$ cat src/ctsr_defs.vh
// constants for the charger telemetry and status register bank
// Operation
// - bit 5 reports missing frequency resistor; forced true while charger disabled
// - missing resistor flag set when pin impedance exceeds about 1.4 megohm
// - bit 4 high while held in thermal shutdown, typically 150 C
// - bit 3 high while input overvoltage shutdown active, about 38.6 V
// - bit 2 high when input exceeds battery by charge margin, 150 mV
// - bit 1 high when input above regulator lockout, 4.2 V
// - bit 0 high when internal supply above telemetry lockout, 2.8 V
// - per-cell battery voltage signed 16-bit at code 0x3A
// - input voltage signed 16-bit at code 0x3B
// - output voltage signed 16-bit at code 0x3C
// - battery current at 0x3D; negative drain reading while charger disabled
// - input current signed 16-bit at code 0x3E
// - die temperature signed 16-bit at code 0x3F
// - thermistor pin voltage at 0x40; 21684 means open thermistor
// - per-cell battery resistance 16-bit at code 0x41
// - resistance-doubtful flag set when battery current below tenth of charge setting
// - live status flags read-only 9-bit register at code 0x39
`ifndef CTSR_DEFS_VH
`define CTSR_DEFS_VH
`define CTSR_CMD_STATUS   8'h39
`define CTSR_CMD_BATV     8'h3A
`define CTSR_CMD_INV      8'h3B
`define CTSR_CMD_OUTV     8'h3C
`define CTSR_CMD_BATI     8'h3D
`define CTSR_CMD_INI      8'h3E
`define CTSR_CMD_DIE      8'h3F
`define CTSR_CMD_NTC      8'h40
`define CTSR_CMD_CELLR    8'h41
`define CTSR_CMD_BASE     8'h39
`define CTSR_NUM_REGS     9
`define CTSR_IDX_W        4
`define CTSR_BIT_NOFREQ   5
`define CTSR_BIT_TSD      4
`define CTSR_BIT_OVLO     3
`define CTSR_BIT_VGTB     2
`define CTSR_BIT_VGT42    1
`define CTSR_BIT_INTOK    0
`define CTSR_BIT_CCERR    7
`define CTSR_BIT_ENCHG    8
`define CTSR_STATUS_W     9
`define CTSR_RESULT_RST   16'h0000
`define CTSR_NTC_OPEN     16'h54B4
`define CTSR_DIV_TEN      16'h000A
`define CTSR_ZERO16       16'h0000
`define CTSR_NEG_ONE16    16'hFFFF
`endif

$ cat src/ctsr_regs.v
// telemetry result and live status register bank of the charger
`timescale 1ns/10ps
`include "ctsr_defs.vh"
module ctsr_regs #(
    parameter DW = 16
) (
    input  wire          core_clk,          // 125 MHz clock
    input  wire          nrst,              // async reset, active low
    // analog comparator and detector levels, asynchronous to core_clk
    input  wire          charger_en,        // charger enabled level
    input  wire          freq_pin_open,     // pin impedance above 1.4 megohm
    input  wire          die_over_temp,     // die above shutdown temperature
    input  wire          input_over_volt,   // input above overvoltage limit
    input  wire          input_gt_bat,      // input above battery plus margin
    input  wire          input_gt_lockout,  // input above regulator lockout
    input  wire          intsup_gt_lockout, // internal supply above telemetry lockout
    input  wire          cell_count_bad,    // strapped cell count invalid
    // converter result stream, same clock domain
    input  wire          adc_valid,         // one-cycle result strobe
    input  wire [2:0]    adc_chan,          // result slot 0..7 (0x3a..0x41)
    input  wire [DW-1:0] adc_data,          // signed result word
    input  wire [DW-1:0] charge_setting,    // programmed charge current, battery current units
    // register read port
    input  wire          rd_req,            // one-cycle read request
    input  wire [7:0]    rd_cmd,            // command code
    output reg  [DW-1:0] rd_data_ff,        // read word
    output reg           rd_ack_ff,         // one-cycle answer strobe
    output reg           rd_err_ff,         // unmapped command flag
    output reg           resist_doubt_ff    // resistance reading doubtful
);
    // two-flop synchronisers for all analog levels
    reg [7:0] sync1_ff;
    reg [7:0] sync2_ff;
    always @(posedge core_clk or negedge nrst) begin
        if (!nrst) begin
            sync1_ff <= 8'h00;
            sync2_ff <= 8'h00;
        end else begin
            sync1_ff <= {charger_en, cell_count_bad, freq_pin_open, die_over_temp,
                         input_over_volt, input_gt_bat, input_gt_lockout,
                         intsup_gt_lockout};
            sync2_ff <= sync1_ff;
        end
    end

    wire en_s = sync2_ff[7];

    // live status word: pure function of synced sources, never latched
    reg [`CTSR_STATUS_W-1:0] status_w;
    always @* begin
        status_w = {`CTSR_STATUS_W{1'b0}};
        status_w[`CTSR_BIT_ENCHG] = en_s;
        // telemetry off while disabled, so cell count error reads true
        status_w[`CTSR_BIT_CCERR] = sync2_ff[6] | ~en_s;
        status_w[`CTSR_BIT_NOFREQ] = sync2_ff[5] | ~en_s;
        status_w[`CTSR_BIT_TSD]   = sync2_ff[4];
        status_w[`CTSR_BIT_OVLO]  = sync2_ff[3];
        status_w[`CTSR_BIT_VGTB]  = sync2_ff[2];
        status_w[`CTSR_BIT_VGT42] = sync2_ff[1];
        status_w[`CTSR_BIT_INTOK] = sync2_ff[0];
    end

    // battery current: while disabled a non-negative sample is forced to -1,
    // since a disabled charger can only drain the battery
    wire        is_bat_cur  = (adc_chan == (`CTSR_CMD_BATI - `CTSR_CMD_BATV));
    wire        bat_cur_pos = ~adc_data[DW-1];
    wire [DW-1:0] wr_word = (is_bat_cur && !en_s && bat_cur_pos) ? `CTSR_NEG_ONE16
                                                            : adc_data;

    // doubtful flag: latest battery current below one tenth of setting
    reg [DW-1:0] tenth_ff;
    always @(posedge core_clk or negedge nrst) begin
        if (!nrst) begin
            tenth_ff        <= `CTSR_ZERO16;
            resist_doubt_ff <= 1'b0;
        end else begin
            tenth_ff <= charge_setting / `CTSR_DIV_TEN;
            if (adc_valid && is_bat_cur) begin
                resist_doubt_ff <= wr_word[DW-1] || (wr_word < tenth_ff);
            end
        end
    end

    // command decode: 0x39 status, 0x3a..0x41 results, others unmapped
    function [4:0] dec_cmd;
        input [7:0] cmd;
        reg   [7:0] off;
        begin
            off = cmd - `CTSR_CMD_BASE;
            if (cmd < `CTSR_CMD_BASE || off >= `CTSR_NUM_REGS) begin
                dec_cmd = 5'h10;
            end else begin
                dec_cmd = {1'b0, off[3:0]};
            end
        end
    endfunction

    wire [4:0] dec     = dec_cmd(rd_cmd);
    wire       is_stat = (dec == 5'h00);
    wire       miss    = dec[4];
    wire [2:0] slot    = dec[2:0] - 3'd1;

    // results 0x3a..0x41
    wire [DW-1:0] mem_q;
    ctsr_result_mem #(
        .DW    (DW),
        .DEPTH (8),
        .AW    (3)
    ) u_mem (
        .core_clk   (core_clk),
        .nrst       (nrst),
        .wr_en      (adc_valid),
        .wr_addr    (adc_chan),
        .wr_data    (wr_word),
        .rd_addr    (slot),
        .rd_data_ff (mem_q)
    );

    // read pipeline: stage 1 registers the decode and memory read
    reg       p_req_ff;
    reg       p_stat_ff;
    reg       p_miss_ff;
    reg [8:0] p_status_ff;
    always @(posedge core_clk or negedge nrst) begin
        if (!nrst) begin
            p_req_ff    <= 1'b0;
            p_stat_ff   <= 1'b0;
            p_miss_ff   <= 1'b0;
            p_status_ff <= 9'h000;
        end else begin
            p_req_ff    <= rd_req;
            p_stat_ff   <= is_stat;
            p_miss_ff   <= miss;
            p_status_ff <= status_w;
        end
    end

    // stage 2 answer; unmapped commands return zero with error flag
    always @(posedge core_clk or negedge nrst) begin
        if (!nrst) begin
            rd_data_ff <= `CTSR_RESULT_RST;
            rd_ack_ff  <= 1'b0;
            rd_err_ff  <= 1'b0;
        end else begin
            rd_ack_ff <= p_req_ff;
            rd_err_ff <= p_req_ff & p_miss_ff;
            if (p_req_ff) begin
                if (p_miss_ff) begin
                    rd_data_ff <= `CTSR_ZERO16;
                end else if (p_stat_ff) begin
                    rd_data_ff <= {7'h00, p_status_ff};
                end else begin
                    rd_data_ff <= mem_q;
                end
            end
        end
    end
endmodule

$ cat src/ctsr_result_mem.v
// small register memory holding the eight converter results
`timescale 1ns/10ps
module ctsr_result_mem #(
    parameter DW    = 16,
    parameter DEPTH = 8,
    parameter AW    = 3
) (
    input  wire          core_clk,  // system clock
    input  wire          nrst,      // async reset, active low
    input  wire          wr_en,     // write strobe
    input  wire [AW-1:0] wr_addr,   // write slot
    input  wire [DW-1:0] wr_data,   // write word
    input  wire [AW-1:0] rd_addr,   // read slot
    output reg  [DW-1:0] rd_data_ff // registered read word
);
    reg [DW-1:0] mem [0:DEPTH-1];
    integer i;

    // storage, cleared at reset so reads before first conversion give zero
    always @(posedge core_clk or negedge nrst) begin
        if (!nrst) begin
            for (i = 0; i < DEPTH; i = i + 1) begin
                mem[i] <= {DW{1'b0}};
            end
        end else if (wr_en) begin
            mem[wr_addr] <= wr_data;
        end
    end

    // registered read port; a same-cycle write is seen one cycle later
    always @(posedge core_clk or negedge nrst) begin
        if (!nrst) begin
            rd_data_ff <= {DW{1'b0}};
        end else begin
            rd_data_ff <= mem[rd_addr];
        end
    end
endmodule

$ cat config.mk
export PLATFORM = sky130hd
export DESIGN_NAME = ctsr_regs
export DESIGN_NICKNAME = d
export VERILOG_FILES = /design/src/ctsr_regs.v /design/src/ctsr_result_mem.v
export VERILOG_INCLUDE_DIRS = /design/src /design/src/src
export SDC_FILE = /design/constraint.sdc
export NUM_CORES = 1
export LEC_CHECK = 0
export ABC_AREA = 1
export BUFFER_PORTS_ARGS = -buffer_cell sky130_fd_sc_hd__buf_4
export CAP_MARGIN = 20
export CORE_MARGIN = 2
export CORE_UTILIZATION = 45
export CTS_BUF_LIST = sky130_fd_sc_hd__clkbuf_4 sky130_fd_sc_hd__clkbuf_8 sky130_fd_sc_hd__clkbuf_16
export DETAILED_ROUTE_END_ITERATION = 12
export PLACE_DENSITY_LB_ADDON = 0.12
export SLEW_MARGIN = 20
export SYNTH_ARGS = -nofsm -noshare
export SYNTH_HDL_FRONTEND = slang
export SYNTH_SLANG_ARGS = --single-unit
export TNS_END_PERCENT = 10
$ cat constraint.sdc
create_clock -name core_clk -period 4.4 [get_ports core_clk]
set_input_delay 1.32 -clock core_clk [delete_from_list [all_inputs] [get_ports core_clk]]
set_output_delay 1.32 -clock core_clk [all_outputs]
set_load 0.05 [all_outputs]
==> impl_metrics.tcl, run 1 <==
set metrics [dict create \
    wl_met2_microns 11800 \
    mappedNetlistArea_sq_um 9700 \
    worst_pin_slew_ps 949 \
    timing.final.crit_period_ps 5120 \
    yosysMostFrequentCell "dfrtp_1" \
    r2r_cells 12 \
    clock_latency_ps 510 \
    highest_layer "met4" \
    fp.dieH_microns 151 \
    grt_max_degree 126 \
    synth_nets 1210 \
    p_leak_nw 5.95 \
    rows 53 \
    syn_avg_cell_area_sq_um 8.52 \
    crit_family "buffers and inverters" \
    cp.arrival_ps 5540 \
    path_buf_inv 33 \
    grt_setup_unrepaired "yes" \
    crit_path_end "tenth_ff[12]" \
    pwr-share-comb_pct 32.9 \
    powerDensity_nw_per_um2 508 \
    cts-root-buf "clkbuf_16" \
    yosys.area.top_type "dfrtp_1" \
    met1_length_microns 10700 \
    first_global_vias 7760 \
    synth_edf_count 0 \
    pwr-share-clk_pct 29.6 \
    antenna_cells 0 \
    cts.clk_slew.worst_paths_ps 60 \
    cp-end-kind "register" \
    dp_hpwl_microns 15300 \
    rr_endpoint "resist_doubt_ff" \
    critPathRequiredTime_ps 4820 \
    final_nets 1363 \
    viasPerCell 5.12 \
    clock_sinks 203 \
    path_class "in -> reg" \
    ys_ff_latch 203 \
    gp_congestion 0.784 \
    async_flop_share_pct 100 \
    setup_viol 4 \
    antenna_found_initial 0 \
    core-area_sq_um 21100 \
    numPortBuffers 72 \
    cts_tree "yes" \
    path_max_fanout 4 \
    synth_top_area_share_pct 52.4 \
    drc 0 \
    drtIter0Drc 474 \
    dp_slack_ps -1000 \
    ios 74 \
    track_usage_pct 21.9 \
    yosysWarnings 0 \
    synthTopCellsByArea "dfrtp_1, o21ai_0, nand2_1" \
    num_vias 8110 \
    p_seq_share_pct 37.5 \
    finalCritPeriodShare_pct 116 \
    yosys_most_used_dff "dfrtp_1" \
    intPower_mw 4.22 \
    swShare_pct 32.6 \
    outcome "complete, but fails checks" \
    clockBufferDepth 3 \
    critPathSlowestCell "clkinvlp_4" \
    grt_pass1_wl_microns 39300 \
    p_switching_mw 2.04 \
    wl_per_cell_microns 15.4 \
    setup_ws_ps -722 \
    drv_cap 0 \
    fmax_mhz 195 \
    ir_drop_uv 487 \
    hold_class "reg -> reg" \
    synth.distinct_cells 40 \
    layout-drive-gt1-share_pct 25.7 \
    power_mw 6.26 \
    rrSetupSlack_ps 950 \
    drtPass1Iterations 7 \
    h-tree-depth 1 \
    routed_wl_microns 24300 \
    wl_met3_microns 1360 \
    r2r_start "sync2_ff[7]" \
    dieWidth_microns 151 \
    overflow 0 \
    startpoint "charge_setting[13]" \
    area_growth_syn_to_layout_pct 27.0 \
    crit_cells 34 \
    ys_seq_area_share_pct 52.4 \
    slowest_delay_ps 160 \
    synthCells 1139 \
    dp.cells 1502 \
    max-slew-margin-rel_pct 36.5 \
    slew_violations 0 \
    hold_violations 0 \
    final_cells 1583 \
    violations "setup timing" \
    cts_made_buffers 23 \
    ant_nets 0 \
    cts_hold_buffers 0 \
    finClkSkew_ps 20.6 \
    cpMostUsedCell "buf_4" \
    worstSetupStartpointType "primary input" \
    start_util_pct 46.0 \
    synth_common_cells "dfrtp_1, nand2_1, o21ai_0, inv_1, nor2_1" \
    dieArea_sq_um 22700 \
]
==> stage by stage <==
step | util [%] | cell area, sq um | hold WS [ps] | TNS (ps)
after global routing | 58.4 | 12300 | 355 | -3340
final | 58.4 | 12300 | 341 | -1970
after detailed placement | 52.5 | 11100 | 335 | -3100
after CTS | 57.7 | 12200 | 344 | -1350
after floorplan | - | 9720 | 331 | -868
after global placement | 52.5 | 11100 | 331 | -2720
==> how the worst min path moves through the flow <==
stage                      startpoint              to  slack, ps  cells after the start
after floorplan           sync2_ff[0]  p_status_ff[0]        330                      0
after global placement    sync2_ff[3]  p_status_ff[3]        330                      0
after detailed placement  sync1_ff[2]     sync2_ff[2]        330                      0
after CTS                 sync1_ff[2]     sync2_ff[2]        340                      0
after global routing      sync1_ff[0]     sync2_ff[0]        350                      0
final                     sync1_ff[2]     sync2_ff[2]        340                      0
==> worst reg2reg max path, cell delays in order, from the launching register on <==
cell,delay (ps)
dfrtp_1,480
or4_2,800
buf_12,200
buf_4,190
nand2_1,100
ha_1,240
a21o_1,180
a21oi_1,120
o21ai_0,170
nand4_1,110
nand2_1,100
a2111o_1,370
o311ai_0,270
==> sequential cells by signal, indices dropped and copies added, names as in the netlist <==
register / count
tenth_ff: 13
u_mem.mem: 128
resist_doubt_ff: 1
u_mem.rd_data_ff: 16
p_miss_ff: 1
rd_err_ff: 1
p_stat_ff: 1
p_req_ff: 1
rd_ack_ff: 1
sync1_ff: 8
sync2_ff: 8
p_status_ff: 8
rd_data_ff: 16
==> cell usage in the layout (no fill, tap or decap), types with 2 or more instances in the layout <==
cell	Yosys	routed
a21boi_4	2	2
a31oi_1	77	77
clkinv_2	0	8
nand4_1	5	5
a32o_1	8	8
o21ai_0	144	144
o21ai_2	1	2
nand3_2	10	10
o21a_1	3	3
nor2_4	0	2
inv_2	13	13
dfrtp_1	203	203
buf_4	0	179
or2_2	5	5
nand3_4	0	7
nand2_1	179	162
nand2_2	25	29
a21o_1	3	3
nor2_2	0	6
nand3b_1	3	3
ha_1	16	16
clkbuf_16	0	23
nand2_4	12	25
inv_1	122	121
nor2_1	110	102
buf_12	0	6
clkbuf_4	0	2
a21oi_4	1	3
clkbuf_8	0	5
clkinvlp_4	0	3
nand3_1	44	37
a21oi_1	77	75
==> routing by layer <==
layer / track usage, % / vias up
met4: 5.37 / 0
li1: - / 4086
met1: 29.6 / 3801
met3: 3.22 / 36
met2: 37.3 / 187
met5: 0 / -
==> cell families (layout without fill, tap and decap cells) <==
family | after synthesis | count (layout) | share of synthesized area (%)
fa+ha+maj | 16 | 16 | 2.06
buf+inv | 195 | 364 | 7.55
simple gates | 397 | 397 | 18.7
compound gates | 324 | 324 | 19.0
mux | 1 | 1 | 0.103
xor+xnor | 3 | 3 | 0.271
flops | 203 | 203 | 52.4
==> layout make-up <==
type	instances	area, sq um
fillers	1891	8760
flip-flops and latches	203	5080
multi-input cells	741	4160
repair buffers	187	1490
clock buffers	29	646
inverters	136	514
well taps	275	344
clock inverters	12	93.8
==> power by group through the flow <==
stage               Sequential, mW  Combinational, mW  Clock [mW]
floorplan                     2.38               1.25           0
detailed placement            2.38               1.86           0
global route                  2.39               2.32        1.97
finish                        2.35               2.06        1.85
CTS                           2.35               1.95        1.89
global placement              2.37               1.83           0
==> what timing repair did <==
item                       CTS  global route
resized for setup           23            25
setup endpoints to repair    3             5
pin swaps                   16            23
buffers inserted            33             7
Power figures use the tool's default switching activity.
==> run 2: changes to the inputs <==
--- a/config.mk
+++ b/config.mk
@@ -13,7 +13,9 @@
 export CORE_UTILIZATION = 45
 export CTS_BUF_LIST = sky130_fd_sc_hd__clkbuf_4 sky130_fd_sc_hd__clkbuf_8 sky130_fd_sc_hd__clkbuf_16
 export DETAILED_ROUTE_END_ITERATION = 12
+export MAX_ROUTING_LAYER = met4
 export PLACE_DENSITY_LB_ADDON = 0.12
+export SKIP_CTS_REPAIR_TIMING = 1
 export SLEW_MARGIN = 20
 export SYNTH_ARGS = -nofsm -noshare
 export SYNTH_HDL_FRONTEND = slang
==> impl_metrics.tcl, run 2 (synthesis results as in run 1) <==
set metrics [dict create \
    numPortBuffers 72 \
    setup_viol 3 \
    setup_ws_ps -509 \
    worstSetupStartpointType "primary input" \
    overflow 0 \
    drtPass1Iterations 4 \
    finalCritPeriodShare_pct 112 \
    drc 0 \
    final_cell_mix "dfrtp_1, nand2_1, buf_4" \
    rows 53 \
    cts-root-buf "clkbuf_16" \
    placed_cell_area_sq_um 11100 \
    crit_family "simple AND/OR/NAND/NOR gates" \
    cp-end-kind "register" \
    violations "setup timing" \
    clock_latency_ps 510 \
    reg_top3 "u_mem.mem: 128 flops, rd_data_ff: 16 flops, u_mem.rd_data_ff: 16 flops" \
    outcome "complete, but fails checks" \
    path_buf_inv 5 \
    clock_sinks 203 \
    rr_endpoint "resist_doubt_ff" \
    max-slew-margin-rel_pct 38.0 \
    slowest_delay_ps 200 \
    drtIter0Drc 430 \
    worstHoldPathCells 0 \
    h-tree-depth 1 \
    viasPerCell 5.10 \
    largest_register_ffs 128 \
    clockBufferDepth 3 \
    layout-drive-gt1-share_pct 23.8 \
    cp.arrival_ps 5300 \
    num_vias 7895 \
    grt_pass1_wl_microns 38000 \
    final_common_cell "dfrtp_1" \
    track_usage_pct 21.8 \
    first_global_vias 7561 \
    core-area_sq_um 21100 \
    cts.clk_slew.worst_paths_ps 60 \
    r2r_start "sync2_ff[7]" \
    min_from "sync1_ff[2]" \
    start_util_pct 46.0 \
    r2r_cells 12 \
    timing.setup.tns_ps -1190 \
    ios 74 \
    power_mw 6.19 \
    drv_cap 0 \
    routed_wl_microns 23700 \
    grt_max_degree 126 \
    antenna_cells 0 \
    largest_register "u_mem.mem" \
    powerDensity_nw_per_um2 515 \
    gp_congestion 0.795 \
    critPathRequiredTime_ps 4790 \
    dieArea_sq_um 22700 \
    area_growth_syn_to_layout_pct 23.9 \
    critPathSlowestCell "a21boi_4" \
    p_leak_nw 5.76 \
    cts_made_buffers 23 \
    hold_class "reg -> reg" \
    dp_hpwl_microns 15300 \
    grt_setup_unrepaired "yes" \
    worst_pin_slew_ps 927 \
    dieWidth_microns 151 \
    hold_violations 0 \
    path_class "in -> reg" \
    fp.dieH_microns 151 \
    wl_per_cell_microns 15.3 \
    fin_area_sq_um 12000 \
    ant_nets 0 \
    timing.final.crit_period_ps 4910 \
    antenna_found_initial 0 \
    min_to "sync2_ff[2]" \
    cpMostUsedCell "nand2_4" \
    final_nets 1329 \
    fmax_mhz 204 \
    cts_tree "yes" \
    finClkSkew_ps 22.6 \
    path_max_fanout 5 \
    rrSetupSlack_ps 930 \
    ir_drop_uv 479 \
    slew_violations 0 \
]
[run 2: layout make-up]
cell class | count | area (sq um)
Clock inverter | 12 | 93.8
Inverter | 136 | 517
Clock buffer | 29 | 646
Multi-Input combinational cell | 741 | 4100
Sequential cell | 203 | 5080
Tap cell | 275 | 344
Timing Repair Buffer | 153 | 1230
Fill cell | 1946 | 9070
[run 2: worst register-to-register path, stage by stage (launching register included)]
cell and delay [ps]:
dfrtp_1 490, or4_2 810, buf_12 200, buf_4 190
nand2_1 100, ha_1 240, a21o_1 180, a21oi_1 120
o21ai_0 160, nand4_1 110, nand2_1 100, a2111o_1 370
o311ai_0 270
[run 2: how the worst max path moves through the flow]
stage / slack, ps / endpoint / start / cells after the start
global route: -950 / tenth_ff[0] / charge_setting[13] / 50
global placement: -920 / tenth_ff[0] / charge_setting[13] / 44
floorplan: -460 / tenth_ff[0] / charge_setting[13] / 43
CTS: -480 / tenth_ff[0] / charge_setting[13] / 48
finish: -510 / tenth_ff[0] / charge_setting[13] / 50
detailed placement: -1000 / tenth_ff[0] / charge_setting[13] / 48
[run 2: power breakdown]
part	internal (mW)	total (mW)	switching [mW]
Clock	1.10	1.85	0.754
Combinational	0.859	1.99	1.13
Sequential	2.22	2.35	0.122
Total	4.18	6.19	2.01
[run 2: routing by layer]
metal  vias to the layer above  share of wire [%]  global-route usage, %
met2                       135                 48                   35.9
met3                        34                4.8                   3.13
met4                         0                2.1                   5.37
li1                       4016                  -                      -
met5                         -                  0                      -
met1                      3710                 45                   28.7
[run 2: metrics by stage]
stage | cells | hold slack, ps | utilization [%] | setup WS, ps
after detailed placement | 1502 | 335 | 52.5 | -1000
final | 1549 | 342 | 57.0 | -509
after global routing | 1549 | 355 | 57.0 | -947
after global placement | 1502 | 331 | 52.5 | -920
after CTS | 1543 | 344 | 56.0 | -481
after floorplan | 1139 | 331 | - | -457
